==> config.mk <==
export PLATFORM = sky130hd
export DESIGN_NAME = encoder_interrupt_regs
export DESIGN_NICKNAME = d
export VERILOG_FILES = /design/src/hdl/encoder_pkg.sv /design/src/hdl/encoder_interrupt_regs.sv /design/src/hdl/quad_decoder.sv
export SDC_FILE = /design/constraint.sdc
export NUM_CORES = 1
export LEC_CHECK = 0
export BUFFER_PORTS_ARGS = -buffer_cell sky130_fd_sc_hd__buf_2
export CORE_AREA = 4 4 136 105
export CTS_CLUSTER_SIZE = 30
export DETAILED_ROUTE_END_ITERATION = 16
export DIE_AREA = 0 0 140 109
export PLACE_DENSITY = 0.75
export SYNTH_ARGS = -nofsm -noshare
export SYNTH_HDL_FRONTEND = slang
export SYNTH_HIERARCHICAL = 1
export SYNTH_SLANG_ARGS = --single-unit
==> constraint.sdc <==
create_clock -name clk_i -period 5.66 [get_ports clk_i]
set_input_delay 1.698 -clock clk_i [delete_from_list [all_inputs] [get_ports clk_i]]
set_output_delay 1.698 -clock clk_i [all_outputs]
set_load 0.05 [all_outputs]
==> src/hdl/encoder_pkg.sv <==
// Constants, register layout and carrier types for the encoder interrupt and register block
package encoder_pkg;

  // ****************************************
  // Register indices (byte address is index times four)
  // ****************************************
  localparam logic [9:0] IDX_CONTROL     = 10'h122;
  localparam logic [9:0] IDX_FILTER      = 10'h124;
  localparam logic [9:0] IDX_POSITION    = 10'h126;
  localparam logic [9:0] IDX_MAXIMUM     = 10'h128;
  localparam logic [9:0] IDX_IRQ_FLAG    = 10'h130;
  localparam logic [9:0] IDX_IRQ_ENABLE  = 10'h132;
  localparam int         MIN_ADDR_WIDTH  = 11;

  // ****************************************
  // Reset values
  // ****************************************
  localparam logic [15:0] RST_CONTROL  = 16'h0000;
  localparam logic [15:0] RST_FILTER   = 16'h0000;
  localparam logic [15:0] RST_POSITION = 16'h0000;
  localparam logic [15:0] RST_MAXIMUM  = 16'hffff;
  localparam logic [15:0] ALL_ONES     = 16'hffff;
  localparam logic [15:0] ONE          = 16'h0001;

  // ****************************************
  // Control register fields
  // ****************************************
  localparam int CTL_COUNT_ERROR     = 15;
  localparam int CTL_IDLE_STOP       = 13;
  localparam int CTL_INDEX_STATE     = 12;
  localparam int CTL_DIRECTION       = 11;
  localparam int CTL_MODE_LSB        = 8;
  localparam int CTL_PHASE_SWAP      = 7;
  localparam int CTL_DIR_PIN_OUT     = 6;
  localparam int CTL_TIMER_GATE      = 5;
  localparam int CTL_PRESCALE_LSB    = 3;
  localparam int CTL_INDEX_RESET     = 2;
  localparam int CTL_TIMER_CLOCK     = 1;
  localparam int CTL_DIR_SOURCE      = 0;

  // ****************************************
  // Filter control fields
  // ****************************************
  localparam int FLT_MATCH_LSB       = 9;
  localparam int FLT_CERR_IRQ_DIS    = 8;
  localparam int FLT_OUTPUT_ENABLE   = 7;
  localparam int FLT_CLOCK_DIV_LSB   = 4;

  // ****************************************
  // Interrupt status and enable fields
  // ****************************************
  localparam int IRQ_BIT             = 0;

  // ****************************************
  // Timer prescaler terminal counts (1:1, 1:8, 1:64, 1:256)
  // ****************************************
  localparam logic [7:0] PRESC_TC_1   = 8'h00;
  localparam logic [7:0] PRESC_TC_8   = 8'h07;
  localparam logic [7:0] PRESC_TC_64  = 8'h3f;
  localparam logic [7:0] PRESC_TC_256 = 8'hff;

  // ****************************************
  // Operating modes
  // ****************************************
  typedef enum logic [2:0] {
    MODE_OFF       = 3'h0,
    MODE_TIMER     = 3'h1,
    MODE_X2_INDEX  = 3'h4,
    MODE_X2_MATCH  = 3'h5,
    MODE_X4_INDEX  = 3'h6,
    MODE_X4_MATCH  = 3'h7
  } encoder_mode_type;

  // Decoded encoder pins after synchronisation
  typedef struct packed {
    logic a;
    logic b;
    logic idx;
    logic a_edge;
    logic b_edge;
    logic a_rise;
    logic a_fall;
    logic up;
    logic index_pulse;
  } qdec_out_type;

endpackage

==> src/hdl/encoder_interrupt_regs.sv <==
// Encoder position counter, timer, interrupt flag and register file behind classic Wishbone
//
// How it works
// - Counter rollover or underflow raises an event.
// - Qualified index or count error raises event.
// - Timer period match raises event, both directions.
// - Any event sets the single sticky flag.
// - Only software clears the flag.
// - Request forwarded only while enable bit set.
// - Control has swap, pin, gate, prescale fields.
// - Control register resets to all zeros.
// - Unimplemented bits read zero, writes ignored.
// - Index modes flag count error at limits.
// - Disable bit blocks count error interrupt only.
// - Timer uses position as count, maximum period.
//
// Register access over Wishbone was chosen for this implementation.
`timescale 1ns/100ps
module encoder_interrupt_regs #(
  parameter int ADDR_WIDTH = 12
) (
  // System
  input  wire logic                   clk_i,
  input  wire logic                   rst_i,
  // Wishbone slave
  input  wire logic                   cyc_i,
  input  wire logic                   stb_i,
  input  wire logic                   we_i,
  input  wire logic [ADDR_WIDTH-1:0]  adr_i,
  input  wire logic [3:0]             sel_i,
  input  wire logic [31:0]            dat_i,
  output logic      [31:0]            dat_o,
  output logic                        ack_o,
  // Encoder pins
  input  wire logic                   phase_a_i,
  input  wire logic                   phase_b_i,
  input  wire logic                   index_i,
  // Direction pin
  output logic                        dir_pin_o,
  output logic                        dir_pin_en_o,
  // Interrupt request
  output logic                        irq_o
);

  // ****************************************
  // Elaboration check
  // ****************************************
  if (ADDR_WIDTH < encoder_pkg::MIN_ADDR_WIDTH) begin : g_bad_width
    $error("ADDR_WIDTH too small for the register map");
  end

  // ****************************************
  // Register state
  // ****************************************
  logic        ack_r;
  logic [31:0] dat_r;
  logic        count_error_flag_r;
  logic        idle_stop_r;
  logic        dir_r;
  logic [2:0]  mode_r;
  logic        phase_swap_r;
  logic        direction_pin_output_r;
  logic        timer_gate_enable_r;
  logic [1:0]  timer_prescale_select_r;
  logic        index_reset_enable_r;
  logic        timer_clock_source_r;
  logic        direction_source_select_r;
  logic [1:0]  index_match_r;
  logic        count_error_irq_disable_r;
  logic        filter_output_enable_r;
  logic [2:0]  filter_clock_div_r;
  logic [15:0] position_count_r;
  logic [15:0] maximum_count_r;
  logic        encoder_irq_flag_r;
  logic        encoder_irq_enable_r;
  logic        irq_r;
  logic        dir_pin_r;
  logic        dir_pin_en_r;
  logic [7:0]  presc_cnt_r;
  logic [15:0] position_count_nxt;
  logic        roll_evt;
  logic        period_evt;
  logic        count_err_set;

  encoder_pkg::qdec_out_type dec;

  quad_decoder u_decoder (
    .clk_i        (clk_i),
    .rst_i        (rst_i),
    .phase_a_i    (phase_a_i),
    .phase_b_i    (phase_b_i),
    .index_i      (index_i),
    .phase_swap_i (phase_swap_r),
    .dec_o        (dec)
  );

  // ****************************************
  // Helpers
  // ****************************************
  // Byte-lane merge of a 16-bit register with write data
  function automatic logic [15:0] merge16(input logic [15:0] old_v, input logic [15:0] new_v,
                                          input logic [1:0] sel);
    merge16 = {sel[1] ? new_v[15:8] : old_v[15:8], sel[0] ? new_v[7:0] : old_v[7:0]};
  endfunction

  function automatic logic [7:0] presc_tc(input logic [1:0] code);
    case (code)
      2'h0:    presc_tc = encoder_pkg::PRESC_TC_1;
      2'h1:    presc_tc = encoder_pkg::PRESC_TC_8;
      2'h2:    presc_tc = encoder_pkg::PRESC_TC_64;
      default: presc_tc = encoder_pkg::PRESC_TC_256;
    endcase
  endfunction

  // ****************************************
  // Bus decode
  // ****************************************
  wire logic       req       = cyc_i & stb_i;
  wire logic       commit    = req & we_i & ack_r;
  wire logic [9:0] word_idx  = 10'(adr_i[ADDR_WIDTH-1:2]);
  wire logic       hit_ctl   = word_idx == encoder_pkg::IDX_CONTROL;
  wire logic       hit_flt   = word_idx == encoder_pkg::IDX_FILTER;
  wire logic       hit_pos   = word_idx == encoder_pkg::IDX_POSITION;
  wire logic       hit_max   = word_idx == encoder_pkg::IDX_MAXIMUM;
  wire logic       hit_flag  = word_idx == encoder_pkg::IDX_IRQ_FLAG;
  wire logic       hit_en    = word_idx == encoder_pkg::IDX_IRQ_ENABLE;
  wire logic       wr_ctl    = commit & hit_ctl;
  wire logic       wr_flt    = commit & hit_flt;
  wire logic       wr_pos    = commit & hit_pos;
  wire logic       wr_max    = commit & hit_max;
  wire logic       wr_flag   = commit & hit_flag & sel_i[0];
  wire logic       wr_en     = commit & hit_en & sel_i[0];

  // Unimplemented positions are constant zero here, so reads return zero
  wire logic [15:0] ctl_view = {count_error_flag_r, 1'b0, idle_stop_r, dec.idx, dir_r, mode_r,
                                phase_swap_r, direction_pin_output_r, timer_gate_enable_r,
                                timer_prescale_select_r, index_reset_enable_r,
                                timer_clock_source_r, direction_source_select_r};
  wire logic [15:0] flt_view = {5'h00, index_match_r, count_error_irq_disable_r,
                                filter_output_enable_r, filter_clock_div_r, 4'h0};
  wire logic [15:0] ctl_w = merge16(ctl_view, dat_i[15:0], sel_i[1:0]);
  wire logic [15:0] flt_w = merge16(flt_view, dat_i[15:0], sel_i[1:0]);
  wire logic [15:0] pos_w = merge16(position_count_r, dat_i[15:0], sel_i[1:0]);
  wire logic [15:0] max_w = merge16(maximum_count_r, dat_i[15:0], sel_i[1:0]);

  wire logic [15:0] rd_data = hit_ctl  ? ctl_view :
                              hit_flt  ? flt_view :
                              hit_pos  ? position_count_r :
                              hit_max  ? maximum_count_r :
                              hit_flag ? {15'h0000, encoder_irq_flag_r} :
                              hit_en   ? {15'h0000, encoder_irq_enable_r} :
                              16'h0000;

  // ****************************************
  // Counting sources
  // ****************************************
  wire logic mode_qei    = mode_r[2];
  wire logic mode_x4     = mode_r[1];
  wire logic index_mode  = ~mode_r[0];
  wire logic mode_timer  = mode_r == encoder_pkg::MODE_TIMER;
  wire logic qei_step    = mode_qei & (mode_x4 ? (dec.a_edge | dec.b_edge) : dec.a_edge);
  wire logic presc_done  = presc_cnt_r == presc_tc(timer_prescale_select_r);
  // Gated accumulation only counts internal ticks while phase A is high
  wire logic gate_open   = ~timer_gate_enable_r | dec.a;
  wire logic timer_tick  = mode_timer & (timer_clock_source_r ? dec.a_rise
                                                               : (presc_done & gate_open));
  wire logic timer_up    = direction_source_select_r ? dec.b : dir_r;
  wire logic index_evt   = mode_qei & index_mode & dec.index_pulse;
  wire logic gate_evt    = mode_timer & timer_gate_enable_r & ~timer_clock_source_r
                           & dec.a_fall;
  wire logic [15:0] max_plus_one = 16'(maximum_count_r + encoder_pkg::ONE);

  // ****************************************
  // Position counter and timer
  // ****************************************
  always_comb begin
    position_count_nxt = position_count_r;
    roll_evt           = 1'b0;
    period_evt         = 1'b0;
    count_err_set      = 1'b0;
    if (qei_step) begin
      if (dec.up) begin
        if (!index_mode && position_count_r == maximum_count_r) begin
          position_count_nxt = 16'h0000;
          roll_evt           = 1'b1;
        end else begin
          position_count_nxt = 16'(position_count_r + encoder_pkg::ONE);
        end
        count_err_set = index_mode && position_count_nxt == max_plus_one;
      end else begin
        if (!index_mode && position_count_r == 16'h0000) begin
          position_count_nxt = maximum_count_r;
          roll_evt           = 1'b1;
        end else begin
          position_count_nxt = 16'(position_count_r - encoder_pkg::ONE);
        end
        count_err_set = index_mode && position_count_nxt == encoder_pkg::ALL_ONES;
      end
    end else if (timer_tick) begin
      if (timer_up) begin
        if (position_count_r == maximum_count_r) begin
          position_count_nxt = 16'h0000;
          period_evt         = 1'b1;
        end else begin
          position_count_nxt = 16'(position_count_r + encoder_pkg::ONE);
        end
      end else begin
        if (position_count_r == 16'h0000) begin
          position_count_nxt = maximum_count_r;
          period_evt         = 1'b1;
        end else begin
          position_count_nxt = 16'(position_count_r - encoder_pkg::ONE);
        end
      end
    end
    if (index_evt && index_reset_enable_r) begin
      position_count_nxt = 16'h0000;
    end
    // Software write wins over counting in the same cycle
    if (wr_pos) begin
      position_count_nxt = pos_w;
    end
  end

  // ****************************************
  // Event merge
  // ****************************************
  // Count error still sets its flag while its interrupt is disabled
  wire logic err_evt   = count_err_set & ~count_error_irq_disable_r;
  wire logic any_evt   = roll_evt | index_evt | err_evt | period_evt | gate_evt;
  wire logic flag_kept = wr_flag ? dat_i[encoder_pkg::IRQ_BIT] : encoder_irq_flag_r;
  wire logic flag_nxt  = flag_kept | any_evt;
  wire logic cerr_kept = wr_ctl ? ctl_w[encoder_pkg::CTL_COUNT_ERROR] : count_error_flag_r;
  wire logic dir_nxt   = qei_step ? dec.up :
                         (wr_ctl && mode_timer) ? ctl_w[encoder_pkg::CTL_DIRECTION] : dir_r;

  // ****************************************
  // Bus response
  // ****************************************
  always_ff @(posedge clk_i) begin
    if (rst_i) begin
      ack_r <= 1'b0;
      dat_r <= 32'h0000_0000;
    end else begin
      ack_r <= req & ~ack_r;
      dat_r <= {16'h0000, rd_data};
    end
  end

  // ****************************************
  // Control and filter registers
  // ****************************************
  always_ff @(posedge clk_i) begin
    if (rst_i) begin
      {count_error_flag_r, idle_stop_r, dir_r, mode_r, phase_swap_r, direction_pin_output_r,
       timer_gate_enable_r, timer_prescale_select_r, index_reset_enable_r,
       timer_clock_source_r, direction_source_select_r} <= 14'h0000;
      {index_match_r, count_error_irq_disable_r, filter_output_enable_r,
       filter_clock_div_r} <= 7'h00;
    end else begin
      count_error_flag_r <= cerr_kept | count_err_set;
      dir_r              <= dir_nxt;
      if (wr_ctl) begin
        idle_stop_r               <= ctl_w[encoder_pkg::CTL_IDLE_STOP];
        mode_r                    <= ctl_w[encoder_pkg::CTL_MODE_LSB +: 3];
        phase_swap_r              <= ctl_w[encoder_pkg::CTL_PHASE_SWAP];
        direction_pin_output_r    <= ctl_w[encoder_pkg::CTL_DIR_PIN_OUT];
        timer_gate_enable_r       <= ctl_w[encoder_pkg::CTL_TIMER_GATE];
        timer_prescale_select_r   <= ctl_w[encoder_pkg::CTL_PRESCALE_LSB +: 2];
        index_reset_enable_r      <= ctl_w[encoder_pkg::CTL_INDEX_RESET];
        timer_clock_source_r      <= ctl_w[encoder_pkg::CTL_TIMER_CLOCK];
        direction_source_select_r <= ctl_w[encoder_pkg::CTL_DIR_SOURCE];
      end
      if (wr_flt) begin
        index_match_r             <= flt_w[encoder_pkg::FLT_MATCH_LSB +: 2];
        count_error_irq_disable_r <= flt_w[encoder_pkg::FLT_CERR_IRQ_DIS];
        filter_output_enable_r    <= flt_w[encoder_pkg::FLT_OUTPUT_ENABLE];
        filter_clock_div_r        <= flt_w[encoder_pkg::FLT_CLOCK_DIV_LSB +: 3];
      end
    end
  end

  // ****************************************
  // Counter, period and prescaler
  // ****************************************
  always_ff @(posedge clk_i) begin
    if (rst_i) begin
      position_count_r <= encoder_pkg::RST_POSITION;
      maximum_count_r  <= encoder_pkg::RST_MAXIMUM;
      presc_cnt_r      <= 8'h00;
    end else begin
      position_count_r <= position_count_nxt;
      if (wr_max) begin
        maximum_count_r <= max_w;
      end
      // Control writes restart the prescaler so a new ratio takes effect cleanly
      if (!mode_timer || timer_clock_source_r || presc_done || wr_ctl) begin
        presc_cnt_r <= 8'h00;
      end else if (gate_open) begin
        presc_cnt_r <= 8'(presc_cnt_r + 8'h01);
      end
    end
  end

  // ****************************************
  // Interrupt flag, enable and outputs
  // ****************************************
  always_ff @(posedge clk_i) begin
    if (rst_i) begin
      encoder_irq_flag_r   <= 1'b0;
      encoder_irq_enable_r <= 1'b0;
      irq_r                <= 1'b0;
      dir_pin_r            <= 1'b0;
      dir_pin_en_r         <= 1'b0;
    end else begin
      encoder_irq_flag_r <= flag_nxt;
      if (wr_en) begin
        encoder_irq_enable_r <= dat_i[encoder_pkg::IRQ_BIT];
      end
      irq_r        <= encoder_irq_flag_r & encoder_irq_enable_r;
      dir_pin_r    <= dir_r;
      dir_pin_en_r <= direction_pin_output_r;
    end
  end

  assign dat_o        = dat_r;
  assign ack_o        = ack_r;
  assign irq_o        = irq_r;
  assign dir_pin_o    = dir_pin_r;
  assign dir_pin_en_o = dir_pin_en_r;

endmodule

==> src/hdl/quad_decoder.sv <==
// Pin synchroniser and quadrature edge, direction and index decoder
`timescale 1ns/100ps
module quad_decoder (
  // System
  input  wire logic                    clk_i,
  input  wire logic                    rst_i,
  // Encoder pins
  input  wire logic                    phase_a_i,
  input  wire logic                    phase_b_i,
  input  wire logic                    index_i,
  // Control
  input  wire logic                    phase_swap_i,
  // Decoded
  output encoder_pkg::qdec_out_type    dec_o
);

  logic [2:0] sync1_r;
  logic [2:0] sync2_r;
  logic [2:0] prev_r;

  // ****************************************
  // Two-flop synchroniser, then one stage of history for edges
  // ****************************************
  always_ff @(posedge clk_i) begin
    if (rst_i) begin
      sync1_r <= 3'h0;
      sync2_r <= 3'h0;
      prev_r  <= 3'h0;
    end else begin
      sync1_r <= {index_i, phase_b_i, phase_a_i};
      sync2_r <= sync1_r;
      prev_r  <= sync2_r;
    end
  end

  // Swapping after the synchroniser keeps both channels equally delayed
  wire logic a_cur  = phase_swap_i ? sync2_r[1] : sync2_r[0];
  wire logic b_cur  = phase_swap_i ? sync2_r[0] : sync2_r[1];
  wire logic a_prev = phase_swap_i ? prev_r[1] : prev_r[0];
  wire logic b_prev = phase_swap_i ? prev_r[0] : prev_r[1];

  assign dec_o.a           = a_cur;
  assign dec_o.b           = b_cur;
  assign dec_o.idx         = sync2_r[2];
  assign dec_o.a_edge      = a_cur ^ a_prev;
  assign dec_o.b_edge      = b_cur ^ b_prev;
  assign dec_o.a_rise      = a_cur & ~a_prev;
  assign dec_o.a_fall      = ~a_cur & a_prev;
  // A leading B counts up
  assign dec_o.up          = ~(a_prev ^ b_cur);
  // Index qualifies only while both phases are low
  assign dec_o.index_pulse = sync2_r[2] & ~prev_r[2] & ~a_cur & ~b_cur;

endmodule

Yosys cells after proc, flatten, opt, wreduce, memory -nomap -nowiden
Index checks and enable logic that the tools add are counted.

Register bits: 108. Bits in latches: 0. Memory bits (writable): 0. Bits in read-only memories: 0. Input port bits: 56. Word-level logic and storage cells: 171. Memories: 0.

Add/sub/neg operators: 4. Multiply operators: 0. Divide/modulo/power cells: 0. Order comparisons: 0. Equal/unequal tests: 15. Shift operators: 0. Muxes and demuxes: 46. Bitwise logic cells: 48. Reductions and logical operators: 26.

Operators by type and width (count): $mux W16 (18); $eq A10 B9 Y1 const B (6); $add A16 B1 Y16 const B (2); $eq A16 B16 Y1 (2); $and A1 B1 Y1 (27); $mux W1 (24); $mux W8 (3); $pmux W8 S3 (1); $reduce_and A2 Y1 (9); $eq A16 B16 Y1 const B (1); $logic_not A16 Y1 (1); $sub A16 B1 Y16 const B (1); $not A1 Y1 (10); $add A8 B1 Y8 const B (1); $eq A8 B8 Y1 (1); $or A1 B1 Y1 (8); $logic_and A1 B1 Y1 (6); $ne A2 B2 Y1 const B (2); $reduce_bool A2 Y1 (2); $reduce_bool A4 Y1 (1); $eq A3 B1 Y1 const B (1); $logic_or A1 B1 Y1 (3); $reduce_or A3 Y1 (1); $xor A1 B1 Y1 (3); 5 further kinds (5).

Depth between registers and ports, before layout
Depth after elaboration: 15. Gate-level depth with buffers: 14. Gate-level depth less buffers: 11.

Modules after synthesis
Netlist, hierarchy kept.

By module, submodules not included: encoder_interrupt_regs (times used 1, cells an instance 810, area an instance 6507.5 µm²); quad_decoder (times used 1, cells an instance 37, area an instance 395.4 µm²).

Worst setup path after synthesis
OpenSTA, ideal clock, no wires.

Path kind: input -> register. From: in adr_i[9]. To: reg dir_r. Data arrival time: 3.651 ns. Slack: 1.923 ns. Stages on the path: 8. Path buffers: 1. Cells stage by stage: or3b_1 > or3_1 > nor3_2 > and3_1 > buf_2 > nand3_1 > mux2i_1 > a211oi_1.

Word-level cells in the longest chain between the ends: 5.

RTL lines: start, declared (RTL line encoder_interrupt_regs.sv:29) `input wire logic [ADDR_WIDTH-1:0] adr_i,`; $eq A10 B9 Y1 (RTL line encoder_interrupt_regs.sv:121) `wire logic hit_ctl = word_idx == encoder_pkg::IDX_CONTROL;`; $and A1 B1 Y1 (RTL line encoder_interrupt_regs.sv:127) `wire logic wr_ctl = commit & hit_ctl;`; $logic_and A1 B1 Y1 (RTL line encoder_interrupt_regs.sv:235) `(wr_ctl && mode_timer) ? ctl_w[encoder_pkg::CTL_DIRECTION] : dir_r;`; $reduce_bool A2 Y1 (no source line); $reduce_and A2 Y1 (no source line); end signal, assigned (RTL line encoder_interrupt_regs.sv:262) `dir_r <= dir_nxt;`; end, declared (RTL line encoder_interrupt_regs.sv:59) `logic dir_r;`.

Every way passes these cells. A chain may end at the register's enable or synchronous reset.

Worst setup path after layout
From: in adr_i[9]. To: reg position_count_r[1].

Word-level cells in the longest chain between the ends: 4. Elaborated cells on any way between the ends: 6.

RTL lines: $eq A10 B9 Y1 * (RTL line encoder_interrupt_regs.sv:123) `wire logic hit_pos = word_idx == encoder_pkg::IDX_POSITION;`; $and A1 B1 Y1 * (RTL line encoder_interrupt_regs.sv:129) `wire logic wr_pos = commit & hit_pos;`; $reduce_bool A4 Y1 (no source line) / $ne A2 B2 Y1 (equally long branches); $reduce_and A2 Y1 (no source line); end signal, assigned (RTL line encoder_interrupt_regs.sv:288) `position_count_r <= encoder_pkg::RST_POSITION;`; end signal, assigned (RTL line encoder_interrupt_regs.sv:292) `position_count_r <= position_count_nxt;`; end, declared (RTL line encoder_interrupt_regs.sv:72) `logic [15:0] position_count_r;`.

Every way passes the cells marked *; elsewhere a longest branch is shown, timed or not.

==> flow_summary_export.csv <==
group,metric,value,unit
outcome,status,"finished clean",
critical_path,path_max_fanout,17,
synth,syn_inst,847,
synth,avgSynthCellArea,8.15,um^2
die,start_util,53.6,%
cts,clockRootBuffer,"clkbuf_16",
layout,fillCellCount,1200,
synth,async_reset_ff_share,0,%
critical_path,arrival,4.25,ns
placed_design,hpwl,14900,um
global_route,grt_pass1_wl,32300,um
drt,vias_per_cell,6.58,
drt,dr_wl_met2,8540,um
power,p_per_area,185,nW/um^2
drt,drtAntennaViolNets,0,
layout,multi_input_area,4540,um^2
job,drv_cap,0,
layout,diodes,0,
critical_path,end_kind,"register",
cts,insertion_delay,0.34,ns
timing,setup_viol,0,
timing,fin_ws,1.65,ns
die,die_area,15300,um^2
critical_path,max_stage_delay,0.46,ns
power,p_leak,0.00277,uW
critical_path,crit_cells,10,
layout,drive_gt1_share,13.8,%
global_route,grt_use_total,26.5,%
synth,ys_types,80,
timing,clock_skew,0.00905,ns
hold_path,holdPathStages,1,
cts,hold_buffers,0,
drt,wl_met3,2570,um
placed_design,port_buffers,55,
synth,synth_seq_cells,92,
drt,drt_iter0_drc,917,
placed_design,place_congestion,0.979,
critical_path,path_cells,"buf_2 > or3b_1 > nor4_4 > buf_4 > and2_1 > a21o_1 > or3_2 > a21boi_4 > nor2_1 > a211oi_1",
timing,holdWs,0.439,ns
global_route,grt_max_degree,54,
layout,nets,905,
cts,cts-htree-levels,3,
die,core-area,12900,um^2
cts,postCtsSetupBuffers,0,
critical_path,worst_setup_path_start_kind,"input port",
hold_path,hp-class,"register to register",
cts,cts_resized,0,
global_route,grt_pass1_vias,5806,
cts,path_clk_slew,0.06,ns
drt,wl_per_cell,20.5,um
timing,hold_viol,0,
global_route,antenna_found_initial,0,
drt,wl_met1,9320,um
cts,cts_tree,"done",
synth,synth_top_flop_cell,"dfxtp_1",
timing,clock.fmax,250,MHz
layout,syn_to_final_growth,6.11,%
layout,final-seq-area,1840,um^2
timing,slew_headroom,37.2,%
synth,yosysWarnings,6,
cts,cts_buffer_depth,2,
drt,route.vias.total,6696,
power,vdd_ir_drop_max,147,uV
drt,wirelength,20800,um
cts,clock-sinks,92,
critical_path,cp_top_family,"simple AND/OR/NAND/NOR gates",
critical_path,worst-setup-path-type,"input port to register",
die,ios,92,
critical_path,slowest_stage,"or3b_1",
timing,tightest_slew,0.943,ns
cts,cts_buffers,9,
critical_path,regToRegSetupSlack,2.03,ns
timing,rsz0062_at_grt,"no",
critical_path,reg2regPathDepth,10,
timing,period_share,70.8,%
placed_design,pre_cts_slack,1.35,ns
drt,drc_errors,0,
drt,drtPass1Iterations,8,
die,die_width,140,um
synth,ys_seq_area_share,26.7,%
drt,dr.max_layer_used,"met4",
timing,fin_crit,4.01,ns
critical_path,path_buf_inv,2,
die,die_y,109,um
timing,final-max-slew-violation-count,0,
synth,synth_edf_count,0,
timing,setup_tns,0,ns
placed_design,place_inst,1002,
global_route,grt_overflow,0,
critical_path,worstPathRequired,5.91,ns
die,fp-row-count,36,
layout,final_cells,1018,
synth,syn_area,6900,um^2
==> stage by stage <==
step,util [%],power [uW],instance area [um^2]
6_report,56.9,1350,7320
2_1_floorplan,-,727,6960
3_5_place_dp,54.4,745,7010
3_3_place_gp,54.4,744,7010
5_1_grt,56.9,1400,7320
4_1_cts,56.9,1360,7320
==> synth_stat cells (8+ instances only) <==
cell      number  share of area, %
a211o_1       16               2.0
a211oi_1      20               2.2
a21oi_1       26               1.9
a22oi_1       16               1.7
a31oi_1        8              0.73
a32oi_1       15               1.9
and2_1         9              0.82
and3_1        10              0.91
buf_2         24               1.7
buf_4         25               2.7
clkbuf_1      42               2.3
dfxtp_1       92                27
inv_1         16              0.87
mux2i_1       37               5.4
nand2_1       51               2.8
nand3_1       17               1.2
nand4_1       20               1.8
nor2_1        89               4.8
nor2b_1       27               2.4
nor3_1        31               2.2
nor4_1        14               1.3
o211ai_1      15               1.6
o21ai_0       15               1.1
o221ai_1      11               1.4
o311ai_0      11               1.4
or3_1         10              0.91
xnor2_1       45               5.7
xor2_1        21               2.7
==> routing by layer <==
layer / global-route usage (%) / vias to the layer above
li1: - / 3108
met4: 6.09 / 0
met2: 38.3 / 432
met3: 6.31 / 43
met5: 0 / -
met1: 39.8 / 3113
==> cells in the final DEF (no fill, tap or decap), types with 20 or more instances in the layout <==
master | netlist | routed
dfxtp_1 | 92 | 92
a211oi_1 | 20 | 20
nor3_1 | 31 | 31
xnor2_1 | 45 | 45
xor2_1 | 21 | 21
nor2_1 | 89 | 89
mux2i_1 | 37 | 37
buf_2 | 24 | 55
a21oi_1 | 26 | 26
nand2_1 | 51 | 51
nand4_1 | 20 | 20
nor2b_1 | 27 | 27
==> cells by family (layout without fill, tap and decap cells) <==
| kind of cell | count (synthesis) | count (layout) | synth area share [%] |
|---|---|---|---|
| AND/OR/NAND/NOR | 326 | 326 | 26.2 |
| other | 1 | 16 | 0.0543 |
| XOR/XNOR | 66 | 66 | 8.37 |
| flip-flops | 92 | 92 | 26.7 |
| AO/OA/AOI/OAI | 202 | 202 | 23.1 |
| multiplexers | 40 | 40 | 5.85 |
| adder cells (fa/ha/maj) | 7 | 7 | 1.27 |
| buffers and inverters | 113 | 98 | 8.39 |
==> sequential cells by signal, indices dropped and copies added, names as in the netlist, 2 cells and up <==
signal and count:
filter_clock_div_r 3, dat_o 16, maximum_count_r 16, index_match_r 2, position_count_r 16, mode_r 3, u_decoder/prev_r 3, timer_prescale_select_r 2
presc_cnt_r 8, u_decoder/sync1_r 3, u_decoder/sync2_r 3
==> cell type report <==
class | instances | share of cell area (%)
Sequential cell | 92 | 25.1
Inverter | 16 | 0.820
Tap cell | 171 | 2.92
Timing Repair Buffer | 66 | 4.89
Clock buffer | 11 | 3.45
Clock inverter | 5 | 0.820
Multi-Input combinational cell | 657 | 62.0
==> worst register-to-register path, cell delays in order, from the launching register on <==
cell and delay, ns:
dfxtp_1 0.52, inv_1 0.27, ha_1 0.18, nor4b_1 0.52, and4_1 0.52, nand2_2 0.37, a2111oi_2 0.39, o2111ai_1 0.17
o21ai_2 0.27, nand4_1 0.17, a21oi_1 0.17
==> final timing paths <==
path | endpoint | startpoint
hold / removal | u_decoder/sync2_r[0] | u_decoder/sync1_r[0]
setup reg to reg | count_error_flag_r | position_count_r[0]
setup / recovery | position_count_r[1] | adr_i[9]
hold reg to reg | u_decoder/sync2_r[0] | u_decoder/sync1_r[0]
==> report_power, final <==
| part | total, uW | switching [uW] | leakage [uW] | internal (uW) |
|---|---|---|---|---|
| combinational | 79.5 | 60.8 | 0.00188 | 18.8 |
| sequential | 652 | 2.13 | 0.000743 | 650 |
| clock | 620 | 253 | 0.000152 | 367 |
No activity file was read; power rests on OpenSTA's default activity.
